[config.mk]
export PLATFORM = sky130hd
export DESIGN_NAME = epiu_core
export DESIGN_NICKNAME = d
export VERILOG_FILES = /design/src/include/epiu_pkg.sv /design/src/core/epiu_sync.sv /design/src/core/epiu_core.sv
export SDC_FILE = /design/constraint.sdc
export NUM_CORES = 1
export LEC_CHECK = 0
export BUFFER_PORTS_ARGS = -buffer_cell sky130_fd_sc_hd__buf_2
export CAP_MARGIN = 5
export CELL_PAD_IN_SITES_DETAIL_PLACEMENT = 1
export CELL_PAD_IN_SITES_GLOBAL_PLACEMENT = 1
export CORE_MARGIN = 4
export CORE_UTILIZATION = 47
export DETAILED_ROUTE_END_ITERATION = 7
export PLACE_DENSITY = 0.84
export SLEW_MARGIN = 10
export SYNTH_ARGS = -nofsm -noshare
export SYNTH_HDL_FRONTEND = slang
export SYNTH_SLANG_ARGS = --single-unit
[constraint.sdc]
create_clock -name mclk_i -period 1.8 [get_ports mclk_i]
set_input_delay 0.18 -clock mclk_i [delete_from_list [all_inputs] [get_ports mclk_i]]
set_output_delay 0.18 -clock mclk_i [all_outputs]
set_load 0.05 [all_outputs]
[src/include/epiu_pkg.sv]
package epiu_pkg;
  // counts of sources
  localparam int EPIU_NUM_EXT = 3;
  localparam int EPIU_NUM_GRP = 4;
  localparam int EPIU_GRP_W = 8;
  localparam int EPIU_SENSE_W = 2;
  // bus widths
  localparam int EPIU_ADDR_W = 8;
  localparam int EPIU_DATA_W = 8;
  // data-space offsets of the registers
  localparam logic [7:0] EPIU_OFS_PC_FLAGS = 8'h3b;
  localparam logic [7:0] EPIU_OFS_EXT_FLAGS = 8'h3c;
  localparam logic [7:0] EPIU_OFS_EXT_ENABLES = 8'h3d;
  localparam logic [7:0] EPIU_OFS_PC_CONTROL = 8'h68;
  localparam logic [7:0] EPIU_OFS_SENSE = 8'h69;
  localparam logic [7:0] EPIU_OFS_PC_MASK0 = 8'h6b;
  localparam logic [7:0] EPIU_OFS_PC_MASK1 = 8'h6c;
  localparam logic [7:0] EPIU_OFS_PC_MASK2 = 8'h6d;
  localparam logic [7:0] EPIU_OFS_PC_MASK3 = 8'h73;
  // short i/o addresses sit this far below the data-space offset
  localparam logic [7:0] EPIU_IO_BASE = 8'h20;
  // short i/o addresses reach only below this bound
  localparam logic [7:0] EPIU_IO_TOP = 8'h40;
  // reset values
  localparam logic [7:0] EPIU_RST_REG = 8'h00;
  // sense-control codes
  localparam logic [1:0] EPIU_SENSE_LOW = 2'h0;
  localparam logic [1:0] EPIU_SENSE_ANY = 2'h1;
  localparam logic [1:0] EPIU_SENSE_FALL = 2'h2;
  localparam logic [1:0] EPIU_SENSE_RISE = 2'h3;
endpackage : epiu_pkg

[src/core/epiu_sync.sv]
`timescale 1ns/10ps
`default_nettype none
// two-flop synchroniser, one lane per bit
module epiu_sync #(
  parameter int W = 1
) (
  input wire logic mclk_i,
  input wire logic arst_n_i,
  input wire logic [W-1:0] async_i,
  output logic [W-1:0] sync_o
);
  logic [W-1:0] meta_q; // first stage, read only by the second
  logic [W-1:0] sync_q; // second stage

  // both stages reset low so no event is seen at release
  always_ff @(posedge mclk_i or negedge arst_n_i)
  begin
    if (!arst_n_i)
    begin
      meta_q <= '0;
      sync_q <= '0;
    end
    else
    begin
      meta_q <= async_i;
      sync_q <= meta_q;
    end
  end

  assign sync_o = sync_q;
endmodule : epiu_sync
`default_nettype wire

[src/core/epiu_core.sv]
`timescale 1ns/10ps
`default_nettype none
// Notes on behaviour
// - pins trigger even when driven as outputs
// - one request per group on enabled toggle
// - four masks pick contributing inputs per group
// - pin-change detection needs no clock
// - pin edges detected only while clocked
// - low level on pin detected without clock
// - level mode requests while pin stays low
// - level request needs low held through start-up
// - sense codes low, any, falling, rising
// - sense fields at bits 5:4, 3:2, 1:0
// - pins sampled into register, then compared
// - pulses over one clock are caught
// - pin request needs enable and global enable
// - registers at data offsets; those below 0x60 also at io minus 0x20
// - edge sets flag; level mode flag reads zero
// - flag cleared on vector entry or write one
// - group flag set on enabled input change
// - group request needs group, global enables, mask
module epiu_core
  import epiu_pkg::*;
(
  input wire logic mclk_i,
  input wire logic arst_n_i,
  // pin levels, taken after the pad so own port drive is seen too
  input wire logic [epiu_pkg::EPIU_NUM_EXT-1:0] ext_irq_pin_i,
  input wire logic [epiu_pkg::EPIU_NUM_GRP*epiu_pkg::EPIU_GRP_W-1:0] pin_change_input_i,
  // global enable from the core status register
  input wire logic global_irq_enable_i,
  // vector-entry acknowledges, one cycle each
  input wire logic [epiu_pkg::EPIU_NUM_EXT-1:0] ext_irq_ack_i,
  input wire logic [epiu_pkg::EPIU_NUM_GRP-1:0] pin_change_ack_i,
  // register port
  input wire logic [epiu_pkg::EPIU_ADDR_W-1:0] reg_addr_i,
  input wire logic reg_io_space_i,
  input wire logic reg_wr_i,
  input wire logic reg_rd_i,
  input wire logic [epiu_pkg::EPIU_DATA_W-1:0] reg_wdata_i,
  output logic [epiu_pkg::EPIU_DATA_W-1:0] reg_rdata_o,
  // requests toward the core
  output logic [epiu_pkg::EPIU_NUM_EXT-1:0] ext_irq_req_o,
  output logic [epiu_pkg::EPIU_NUM_GRP-1:0] pin_change_req_o,
  // clockless wake indication for the sleep controller
  output logic async_wake_o
);
  import epiu_pkg::*;

  localparam int NPC = EPIU_NUM_GRP * EPIU_GRP_W;

  // software-visible state
  logic [EPIU_NUM_EXT-1:0] ext_enables_q;
  logic [EPIU_SENSE_W*EPIU_NUM_EXT-1:0] sense_q;
  logic [EPIU_NUM_EXT-1:0] ext_flags_q;
  logic [EPIU_NUM_EXT-1:0] ext_flags_d;
  logic [EPIU_NUM_GRP-1:0] pc_control_q;
  logic [EPIU_NUM_GRP-1:0] pc_flags_q;
  logic [EPIU_NUM_GRP-1:0] pc_flags_d;
  logic [NPC-1:0] pc_mask_q;
  logic [EPIU_DATA_W-1:0] rdata_q;

  // synchronised pins and their previous samples
  logic [EPIU_NUM_EXT-1:0] ext_sync;
  logic [EPIU_NUM_EXT-1:0] ext_prev_q;
  logic [NPC-1:0] pc_sync;
  logic [NPC-1:0] pc_prev_q;

  // all pins pass two flops before any clocked logic reads them
  epiu_sync #(.W(EPIU_NUM_EXT + NPC)) u_sync (
    .mclk_i(mclk_i),
    .arst_n_i(arst_n_i),
    .async_i({ext_irq_pin_i, pin_change_input_i}),
    .sync_o({ext_sync, pc_sync})
  );

  // address decode: io addresses sit 0x20 below data offsets
  logic [EPIU_ADDR_W-1:0] eff_addr;
  // the sum wraps on purpose; out-of-window io addresses are refused below
  assign eff_addr = reg_io_space_i ? EPIU_ADDR_W'(reg_addr_i + EPIU_IO_BASE) : reg_addr_i;
  // extended registers are not reachable through the short io window
  wire addr_ok = !reg_io_space_i || (reg_addr_i < EPIU_IO_TOP);
  wire sel_ext_flags = addr_ok && (eff_addr == EPIU_OFS_EXT_FLAGS);
  wire sel_ext_en = addr_ok && (eff_addr == EPIU_OFS_EXT_ENABLES);
  wire sel_sense = addr_ok && (eff_addr == EPIU_OFS_SENSE);
  wire sel_pc_flags = addr_ok && (eff_addr == EPIU_OFS_PC_FLAGS);
  wire sel_pc_ctrl = addr_ok && (eff_addr == EPIU_OFS_PC_CONTROL);
  wire [EPIU_NUM_GRP-1:0] sel_mask = {EPIU_NUM_GRP{addr_ok}} &
                                     {eff_addr == EPIU_OFS_PC_MASK3,
                                      eff_addr == EPIU_OFS_PC_MASK2,
                                      eff_addr == EPIU_OFS_PC_MASK1,
                                      eff_addr == EPIU_OFS_PC_MASK0};

  // write-one-to-clear strobes
  wire [EPIU_NUM_EXT-1:0] ext_w1c = (reg_wr_i && sel_ext_flags) ?
                                    reg_wdata_i[EPIU_NUM_EXT-1:0] : '0;
  wire [EPIU_NUM_GRP-1:0] pc_w1c = (reg_wr_i && sel_pc_flags) ?
                                   reg_wdata_i[EPIU_NUM_GRP-1:0] : '0;

  // per-pin sense and flag logic
  logic [EPIU_NUM_EXT-1:0] ext_level_mode;
  logic [EPIU_NUM_EXT-1:0] ext_event;
  genvar gi;
  generate
    for (gi = 0; gi < EPIU_NUM_EXT; gi++)
    begin : g_ext
      // field of pin n at bits 2n+1:2n
      wire [EPIU_SENSE_W-1:0] sense = sense_q[gi*EPIU_SENSE_W +: EPIU_SENSE_W];
      // edges come from comparing the registered samples
      wire rise = ext_sync[gi] & ~ext_prev_q[gi];
      wire fall = ~ext_sync[gi] & ext_prev_q[gi];
      assign ext_level_mode[gi] = (sense == EPIU_SENSE_LOW);
      // decode of the trigger selection
      assign ext_event[gi] = (sense == EPIU_SENSE_ANY) ? (rise | fall) :
                             (sense == EPIU_SENSE_FALL) ? fall :
                             (sense == EPIU_SENSE_RISE) ? rise : 1'b0;
      // level mode keeps the flag clear; otherwise set wins over clear
      assign ext_flags_d[gi] = ext_level_mode[gi] ? 1'b0 :
                               ext_event[gi] ? 1'b1 :
                               (ext_w1c[gi] | ext_irq_ack_i[gi]) ? 1'b0 : ext_flags_q[gi];
      // level request lasts while the pin is low
      wire pending = ext_level_mode[gi] ? ~ext_sync[gi] : ext_flags_q[gi];
      // gated by own enable and the global enable
      assign ext_irq_req_o[gi] = pending & ext_enables_q[gi] & global_irq_enable_i;
    end
  endgenerate

  // per-group pin-change logic
  logic [EPIU_NUM_GRP-1:0] pc_event;
  logic [EPIU_NUM_GRP-1:0] pc_async_hit;
  generate
    for (gi = 0; gi < EPIU_NUM_GRP; gi++)
    begin : g_grp
      wire [EPIU_GRP_W-1:0] msk = pc_mask_q[gi*EPIU_GRP_W +: EPIU_GRP_W];
      // toggle on any masked input of the group
      wire [EPIU_GRP_W-1:0] tog = pc_sync[gi*EPIU_GRP_W +: EPIU_GRP_W] ^
                                  pc_prev_q[gi*EPIU_GRP_W +: EPIU_GRP_W];
      assign pc_event[gi] = |(tog & msk);
      // clockless compare of raw pins against the last known level
      assign pc_async_hit[gi] = pc_control_q[gi] &
        (|(msk & (pin_change_input_i[gi*EPIU_GRP_W +: EPIU_GRP_W] ^
                  pc_prev_q[gi*EPIU_GRP_W +: EPIU_GRP_W])));
      // set wins over ack or write-one clear
      assign pc_flags_d[gi] = pc_event[gi] ? 1'b1 :
                              (pc_w1c[gi] | pin_change_ack_i[gi]) ? 1'b0 : pc_flags_q[gi];
      assign pin_change_req_o[gi] = pc_flags_q[gi] & pc_control_q[gi] &
                                    global_irq_enable_i;
    end
  endgenerate

  // wake needs no clock: raw low level on a level-mode pin or a raw pin change.
  // a level released before start-up ends wakes the part but leaves no request,
  // since the clocked request path then sees the pin high
  assign async_wake_o = (|(ext_enables_q & ext_level_mode & ~ext_irq_pin_i)) |
                        (|pc_async_hit);

  // read mux; unused bits and unmapped addresses read zero
  logic [EPIU_DATA_W-1:0] rd_mux;
  always_comb
  begin
    rd_mux = '0;
    for (int g = 0; g < EPIU_NUM_GRP; g++)
    begin
      if (sel_mask[g])
      begin
        rd_mux = pc_mask_q[g*EPIU_GRP_W +: EPIU_GRP_W];
      end
    end
    if (sel_ext_flags)
      rd_mux[EPIU_NUM_EXT-1:0] = ext_flags_q;
    if (sel_ext_en)
      rd_mux[EPIU_NUM_EXT-1:0] = ext_enables_q;
    if (sel_sense)
      rd_mux[EPIU_SENSE_W*EPIU_NUM_EXT-1:0] = sense_q;
    if (sel_pc_flags)
      rd_mux[EPIU_NUM_GRP-1:0] = pc_flags_q;
    if (sel_pc_ctrl)
      rd_mux[EPIU_NUM_GRP-1:0] = pc_control_q;
  end

  // sample history and flags; everything resets to zero
  always_ff @(posedge mclk_i or negedge arst_n_i)
  begin
    if (!arst_n_i)
    begin
      ext_prev_q <= '0;
      pc_prev_q <= '0;
      ext_flags_q <= '0;
      pc_flags_q <= '0;
    end
    else
    begin
      ext_prev_q <= ext_sync;
      pc_prev_q <= pc_sync;
      ext_flags_q <= ext_flags_d;
      pc_flags_q <= pc_flags_d;
    end
  end

  // control registers written by software
  always_ff @(posedge mclk_i or negedge arst_n_i)
  begin
    if (!arst_n_i)
    begin
      ext_enables_q <= EPIU_RST_REG[EPIU_NUM_EXT-1:0];
      sense_q <= EPIU_RST_REG[EPIU_SENSE_W*EPIU_NUM_EXT-1:0];
      pc_control_q <= EPIU_RST_REG[EPIU_NUM_GRP-1:0];
    end
    else if (reg_wr_i)
    begin
      if (sel_ext_en)
        ext_enables_q <= reg_wdata_i[EPIU_NUM_EXT-1:0];
      if (sel_sense)
        sense_q <= reg_wdata_i[EPIU_SENSE_W*EPIU_NUM_EXT-1:0];
      if (sel_pc_ctrl)
        pc_control_q <= reg_wdata_i[EPIU_NUM_GRP-1:0];
    end
  end

  // mask registers, one per group
  generate
    for (gi = 0; gi < EPIU_NUM_GRP; gi++)
    begin : g_mask
      always_ff @(posedge mclk_i or negedge arst_n_i)
      begin
        if (!arst_n_i)
          pc_mask_q[gi*EPIU_GRP_W +: EPIU_GRP_W] <= EPIU_RST_REG;
        else if (reg_wr_i && sel_mask[gi])
          pc_mask_q[gi*EPIU_GRP_W +: EPIU_GRP_W] <= reg_wdata_i;
      end
    end
  endgenerate

  // read data is registered: valid the cycle after the read strobe
  always_ff @(posedge mclk_i or negedge arst_n_i)
  begin
    if (!arst_n_i)
      rdata_q <= '0;
    else if (reg_rd_i)
      rdata_q <= rd_mux;
  end

  assign reg_rdata_o = rdata_q;
endmodule : epiu_core
`default_nettype wire

Yosys cells after proc, flatten, opt, wreduce, memory -nomap -nowiden
Cells that the tools add are included.
{"block": "word_totals", "regBits": 165, "inputBits": 64, "wordCells": 177}
{"block": "classes", "add_sub_neg": 1, "order_cmp": 1, "eq_ne": 18, "muxes": 41, "n_bitwise": 61, "reduce_logical": 36}
{"cell": "$and 8x8->8", "n": 8}
{"cell": "$reduce_or 8->1", "n": 8}
{"cell": "$xor 8x8->8", "n": 8}
{"cell": "$eq 8x7->1 const B", "n": 6}
{"cell": "$mux 8", "n": 5}
{"cell": "$mux 1", "n": 29}
{"cell": "$and 1x1->1", "n": 24}
{"cell": "$eq 8x6->1 const B", "n": 3}
{"cell": "$eq 2x2->1 const B", "n": 6}
{"cell": "$mux 4", "n": 3}
{"cell": "$logic_and 1x1->1", "n": 11}
{"cell": "$or 1x1->1", "n": 11}
{"cell": "$mux 3", "n": 3}
{"cell": "$reduce_bool 3->1", "n": 3}
{"cell": "$add 8x6->8 const B", "n": 1}
{"cell": "$lt 8x7->1 const B", "n": 1}
{"cell": "$reduce_bool 2->1", "n": 4}
{"cell": "$and 3x3->3", "n": 2}
{"cell": "$eq 2x1->1 const B", "n": 3}
{"cell": "$logic_not 2->1", "n": 3}
{"cell": "$mux 6", "n": 1}
{"cell": "$not 1->1", "n": 6}
{"cell": "$reduce_and 2->1", "n": 3}
{"cell": "$and 4x4->4", "n": 1}
{"cell": "5 further kinds", "n": 5}

Logic depth before layout (Yosys ltp)
{"block": "logic_depth", "depth_word": 13, "ltp_mapped": 7}

Modules after synthesis
From an unflattened synthesis, not the netlist that was laid out.
{"block": "unflattened", "cells_unflattened": 503, "hier_area_um2": 6723.9}
{"module": "epiu_core", "instances": 1, "cells_each": 433, "area_each_um2": 4972.3}
{"module": "epiu_sync", "instances": 1, "cells_each": 70, "area_each_um2": 1751.7}

Least setup slack after synthesis
No wires, ideal clock.
{"block": "synth_timing", "path_type": "register to output", "startpoint": "reg sense_q[4]", "endpoint": "out ext_irq_req_o[2] in the netlist's numbering", "arrival_ns": 1.805, "setup_slack_ns": -0.185, "stages_incl_launch_ff": 4, "n_path_buf": 0, "path_cell_list": "dfrtp_1 nor2_1 nor2_1 a211oi_1"}
{"block": "synth_between", "elab_chain_len": 4}
{"item": "from (decl)", "line": "epiu_core.sv:54", "rtl": "logic [EPIU_SENSE_W*EPIU_NUM_EXT-1:0] sense_q;"}
{"item": "from (signal assigned)", "line": "epiu_core.sv:206", "rtl": "sense_q <= EPIU_RST_REG[EPIU_SENSE_W*EPIU_NUM_EXT-1:0];"}
{"item": "from (signal assigned)", "line": "epiu_core.sv:214", "rtl": "sense_q <= reg_wdata_i[EPIU_SENSE_W*EPIU_NUM_EXT-1:0];"}
{"item": "$logic_not 2->1", "line": "epiu_core.sv:112", "rtl": "assign ext_level_mode[gi] = (sense == EPIU_SENSE_LOW);"}
{"item": "$mux 1", "line": "epiu_core.sv:122", "rtl": "wire pending = ext_level_mode[gi] ? ~ext_sync[gi] : ext_flags_q[gi];"}
{"item": "$and 1x1->1 (2 in series)", "line": "epiu_core.sv:124", "rtl": "assign ext_irq_req_o[gi] = pending & ext_enables_q[gi] & global_irq_enable_i;"}
{"item": "to (decl)", "line": "epiu_core.sv:43", "rtl": "output logic [epiu_pkg::EPIU_NUM_EXT-1:0] ext_irq_req_o,"}
Every way passes these cells.

Worst setup path in the final report
{"block": "layout_timing", "startpoint": "reg pc_prev_q[10]", "endpoint": "out async_wake_o"}
{"block": "layout_between", "elab_chain_len": 6}
{"item": "from (decl)", "line": "epiu_core.sv:67", "rtl": "logic [NPC-1:0] pc_prev_q;"}
{"item": "from (signal assigned)", "line": "epiu_core.sv:194", "rtl": "pc_prev_q <= pc_sync;"}
{"item": "$xor 8x8->8", "line": "epiu_core.sv:141", "rtl": "(|(msk & (pin_change_input_i[gi*EPIU_GRP_W +: EPIU_GRP_W] ^"}
{"item": "$and 8x8->8", "line": "epiu_core.sv:141"}
{"item": "$reduce_or 8->1", "line": "epiu_core.sv:141"}
{"item": "$and 1x1->1", "line": "epiu_core.sv:140", "rtl": "assign pc_async_hit[gi] = pc_control_q[gi] &"}
{"item": "$reduce_or 4->1", "line": "epiu_core.sv:155", "rtl": "(|pc_async_hit);"}
{"item": "$or 1x1->1", "line": "epiu_core.sv:154", "rtl": "assign async_wake_o = (|(ext_enables_q & ext_level_mode & ~ext_irq_pin_i)) |"}
{"item": "to (decl)", "line": "epiu_core.sv:46", "rtl": "output logic async_wake_o"}
Every way passes these cells.

==> flow_metrics.py <==
metrics = {
    "synthesis": {
        "yosys-top-cells-area": "dfrtp_1 60%, xor2_1 8.1%, mux2_2 7.2%",
        "yosys.area_share.adder": 0.0127,
        "synthTopCellsByCount": "165 x dfrtp_1, 64 x xor2_1, 44 x mux2_2",
        "synth-simple-area-share": 0.0910,
        "synth_seq_area_share": 0.597,
        "synth_mux_area_frac": 0.0977,
        "ys_async_sr_fraction": 1.00,
        "synth-edff-count": 0,
        "yosysTopAreaCellShare": 0.597,
        "synth_top_family_by_area": "compound AO/OA/AOI/OAI gates",
        "yosysMostFrequentCell": "dfrtp_1",
        "synth_compound_area_frac": 0.0990,
        "yosysTopAreaCell": "dfrtp_1",
        "synthesis.nets": 596,
        "yosys_register_bits": 165,
        "synth.cell_area_sq_um": 6910,
        "ys.flop_type": "dfrtp_1",
        "synthXorXnorAreaFrac": 0.0824,
        "ys_types": 58,
        "syn_inst": 525,
        "synth.avg_cell_area_sq_um": 13.2,
        "ys_warn_count": 0,
    },
    "floorplanning": {
        "die_area_sq_um": 16700,
        "core_area_sq_um": 14500,
        "die_w_microns": 129,
        "die_y_microns": 129,
        "ios": 80,
        "rows": 44,
        "initial_core_util": 0.477,
    },
    "placed_design": {
        "dp_hpwl_mm": 15.1,
        "io_buffers": 79,
        "placed_area_sq_um": 8030,
        "place.gp.congestion": 0.931,
    },
    "sta": {
        "rsz0062_at_grt": "true",
        "fin_crit_ns": 2.37,
        "setup-violations-final": 2,
        "tightest_slew_ns": 0.554,
        "hold_violations": 0,
        "final.period_utilization": 1.32,
        "max_freq_mhz": 422,
        "fin_skew_ns": 0.00819,
        "timing.final.ws_setup_ns": -0.572,
        "slew_headroom": 0.627,
        "drv_slew": 0,
        "fin_hold_ws_ns": 0.0568,
    },
    "status": {
        "outcome": "finished, violations left",
        "failed_checks": "setup timing",
    },
    "setup_path": {
        "setup.worst_path.end_class": "output pin",
        "endpoint": "async_wake_o",
        "worst-path-stages": 6,
        "path_cells": "xor2_1 -> a22oi_1 -> nand4_1 -> a222oi_1 -> nand4_1 -> buf_6",
        "cp-start-kind": "flip-flop",
        "path_common_cell": "nand4_1",
        "critical_path.slowest_cell": "dfrtp_1",
        "reg2reg_depth": 6,
        "cp_num_buf_inv": 1,
        "reg2reg_from": "g_grp[1].msk[7]$_DFFE_PN0P_",
        "cp_slowest_stage_delay_ns": 0.40,
        "reg2reg_slack_ns": 0.24,
        "crit_family": "compound AO/OA/AOI/OAI gates",
        "crit_arrival_ns": 2.19,
        "startpoint": "pc_prev_q[10]$_DFF_PN0_",
        "r2r_end": "reg_rdata_o[7]$_DFFE_PN0P_",
        "path_max_fanout": 2,
        "worstSetupPathType": "reg2out",
        "critPathRequiredTime_ns": 1.62,
    },
    "route": {
        "route.detailed.drc": 0,
        "drt-wirelength-per-cell_microns": 24.3,
        "vias": 5318,
        "drt_iter0_markers": 464,
        "drt_first_pass_iters": 5,
        "detail-route-antenna-nets": 0,
        "routed_wl_mm": 22.3,
        "viasPerCell": 5.81,
    },
    "clock_network": {
        "cts.sinks": 165,
        "htree_levels": 4,
        "insertion_delay_ns": 0.44,
        "cts_buffers": 17,
        "cts_buffer_depth": 2,
        "clkTransAtPathRegs_ns": 0.06,
        "cts-root-buf": "clkbuf_16",
        "cts_tree": "yes",
    },
    "final_layout": {
        "drive_gt1_frac": 0.355,
        "num_antenna_cells": 0,
        "register_area_sq_um": 4130,
        "multi_input_area_sq_um": 2710,
        "layout.nets": 790,
        "fillers": 1460,
        "syn_to_final_growth_pct": 32.2,
        "final_area_sq_um": 9140,
    },
    "global_routing": {
        "antenna_found_initial": 0,
        "grt_pass1_wl_mm": 35.0,
        "grt_pass1_vias": 6010,
        "grt_usage": 0.282,
        "grt_max_degree": 52,
        "overflow": 0,
    },
    "power_and_ir_drop": {
        "power.ir.vdd_worst_uv": 730,
        "power.density_nw_per_um2": 954,
        "leakage_nw": 4.40,
    },
    "job": {
        "max-cap-violations": 0,
    },
    "hold_path": {
        "hp-class": "in2reg",
    },
}
-- timing repair --
action                     in CTS  in global routing
hold endpoints to repair       74                  0
setup endpoints to repair       4                 13
resized for setup              15                  8
setup buffers                   6                  3
pin swaps                       5                  8
gates cloned                    0                  0
hold buffers                   36                  0
-- flip-flops by register name (all words and copies together), names as in the netlist --
name           cells
u_sync.meta_q     35
u_sync.sync_o     35
g_grp.msk         32
pc_prev_q         32
reg_rdata_o        8
sense_q            6
pc_control_q       4
pc_flags_q         4
ext_enables_q      3
ext_flags_q        3
ext_prev_q         3
-- layer usage --
| layer | global-route usage | wire length [microns] | up-vias | share of wire |
|---|---|---|---|---|
| met5 | 0 | 0 | - | 0 |
| met4 | 0.130 | 1050 | 0 | 0.047 |
| met3 | 0.0804 | 1510 | 75 | 0.068 |
| met2 | 0.463 | 11000 | 206 | 0.49 |
| met1 | 0.347 | 8740 | 2731 | 0.39 |
| li1 | - | - | 2306 | - |
-- cell usage in the layout (no fill, tap or decap), drive strengths merged, types with 7 or more instances in the layout --
cell	n
dfrtp	165
buf	153
xor2	64
mux2	50
dlygate4sd3	36
a22oi	33
inv	24
clkbuf	20
nand2	16
nand4	14
nand3	13
a21oi	12
and3	10
a31oi	9
mux2i	9
nor2b	8
o21ai	8
nor2	8
ha	7
-- through the flow --
step                      setup slack [ns]  std cells  TNS [ns]  utilization  power, mW
after floorplan                   0.000462        525         0            -       4.44
after global placement              -0.202        839     -7.88        0.554       4.85
after detailed placement            -0.403        839    -14.09        0.554       4.91
after CTS                           -0.598        913    -0.630        0.627       8.73
after global routing                -0.623        916    -0.689        0.631       9.03
final                               -0.572        916    -0.612        0.631       8.72
-- worst register-to-register path, stage by stage, from the launching register on --
cell and delay, ns:
dfrtp_1 0.39, buf_4 0.15, mux2i_1 0.21, nor4_1 0.09
buf_4 0.14, a211oi_1 0.34, o2bb2ai_1 0.13
-- cells by family after synthesis --
| kind of cell | after synthesis |
|---|---|
| AND/OR/NAND/NOR | 101 |
| AO/OA/AOI/OAI | 95 |
| XOR/XNOR | 65 |
| flip-flops | 165 |
| adder cells (fa/ha/maj) | 7 |
| multiplexers | 59 |
| buffers and inverters | 33 |
-- final cells by class --
| class | instances | area share |
|---|---|---|
| tap | 184 | 0.0252 |
| timing repair buffer | 189 | 0.152 |
| multi-input combinational | 327 | 0.296 |
| clock buffer | 20 | 0.0511 |
| sequential | 165 | 0.452 |
| inverter | 19 | 0.00780 |
| clock inverter | 12 | 0.0155 |
-- where the power goes --
| part | internal (mW) | switching (mW) |
|---|---|---|
| clock network | 2.18 | 1.57 |
| logic | 0.401 | 0.502 |
| registers | 3.90 | 0.167 |
| total | 6.48 | 2.24 |
-- worst min path at each step --
stage | startpoint | to | slack [ns] | cells past startpoint
after floorplan | arst_n_i | ext_enables_q[0]$_DFFE_PN0P_ | -0.12 | 0
after global placement | arst_n_i | u_sync.sync_o[27]$_DFF_PN0_ | 0.13 | 1
after detailed placement | arst_n_i | u_sync.meta_q[27]$_DFF_PN0_ | 0.14 | 1
after CTS | ext_irq_ack_i[2] | ext_flags_q[2]$_DFFE_PN0P_ | 0.05 | 3
after global routing | ext_irq_ack_i[2] | ext_flags_q[2]$_DFFE_PN0P_ | 0.06 | 3
final | ext_irq_ack_i[1] | ext_flags_q[1]$_DFFE_PN0P_ | 0.06 | 3
Power figures use the tool's default switching activity.
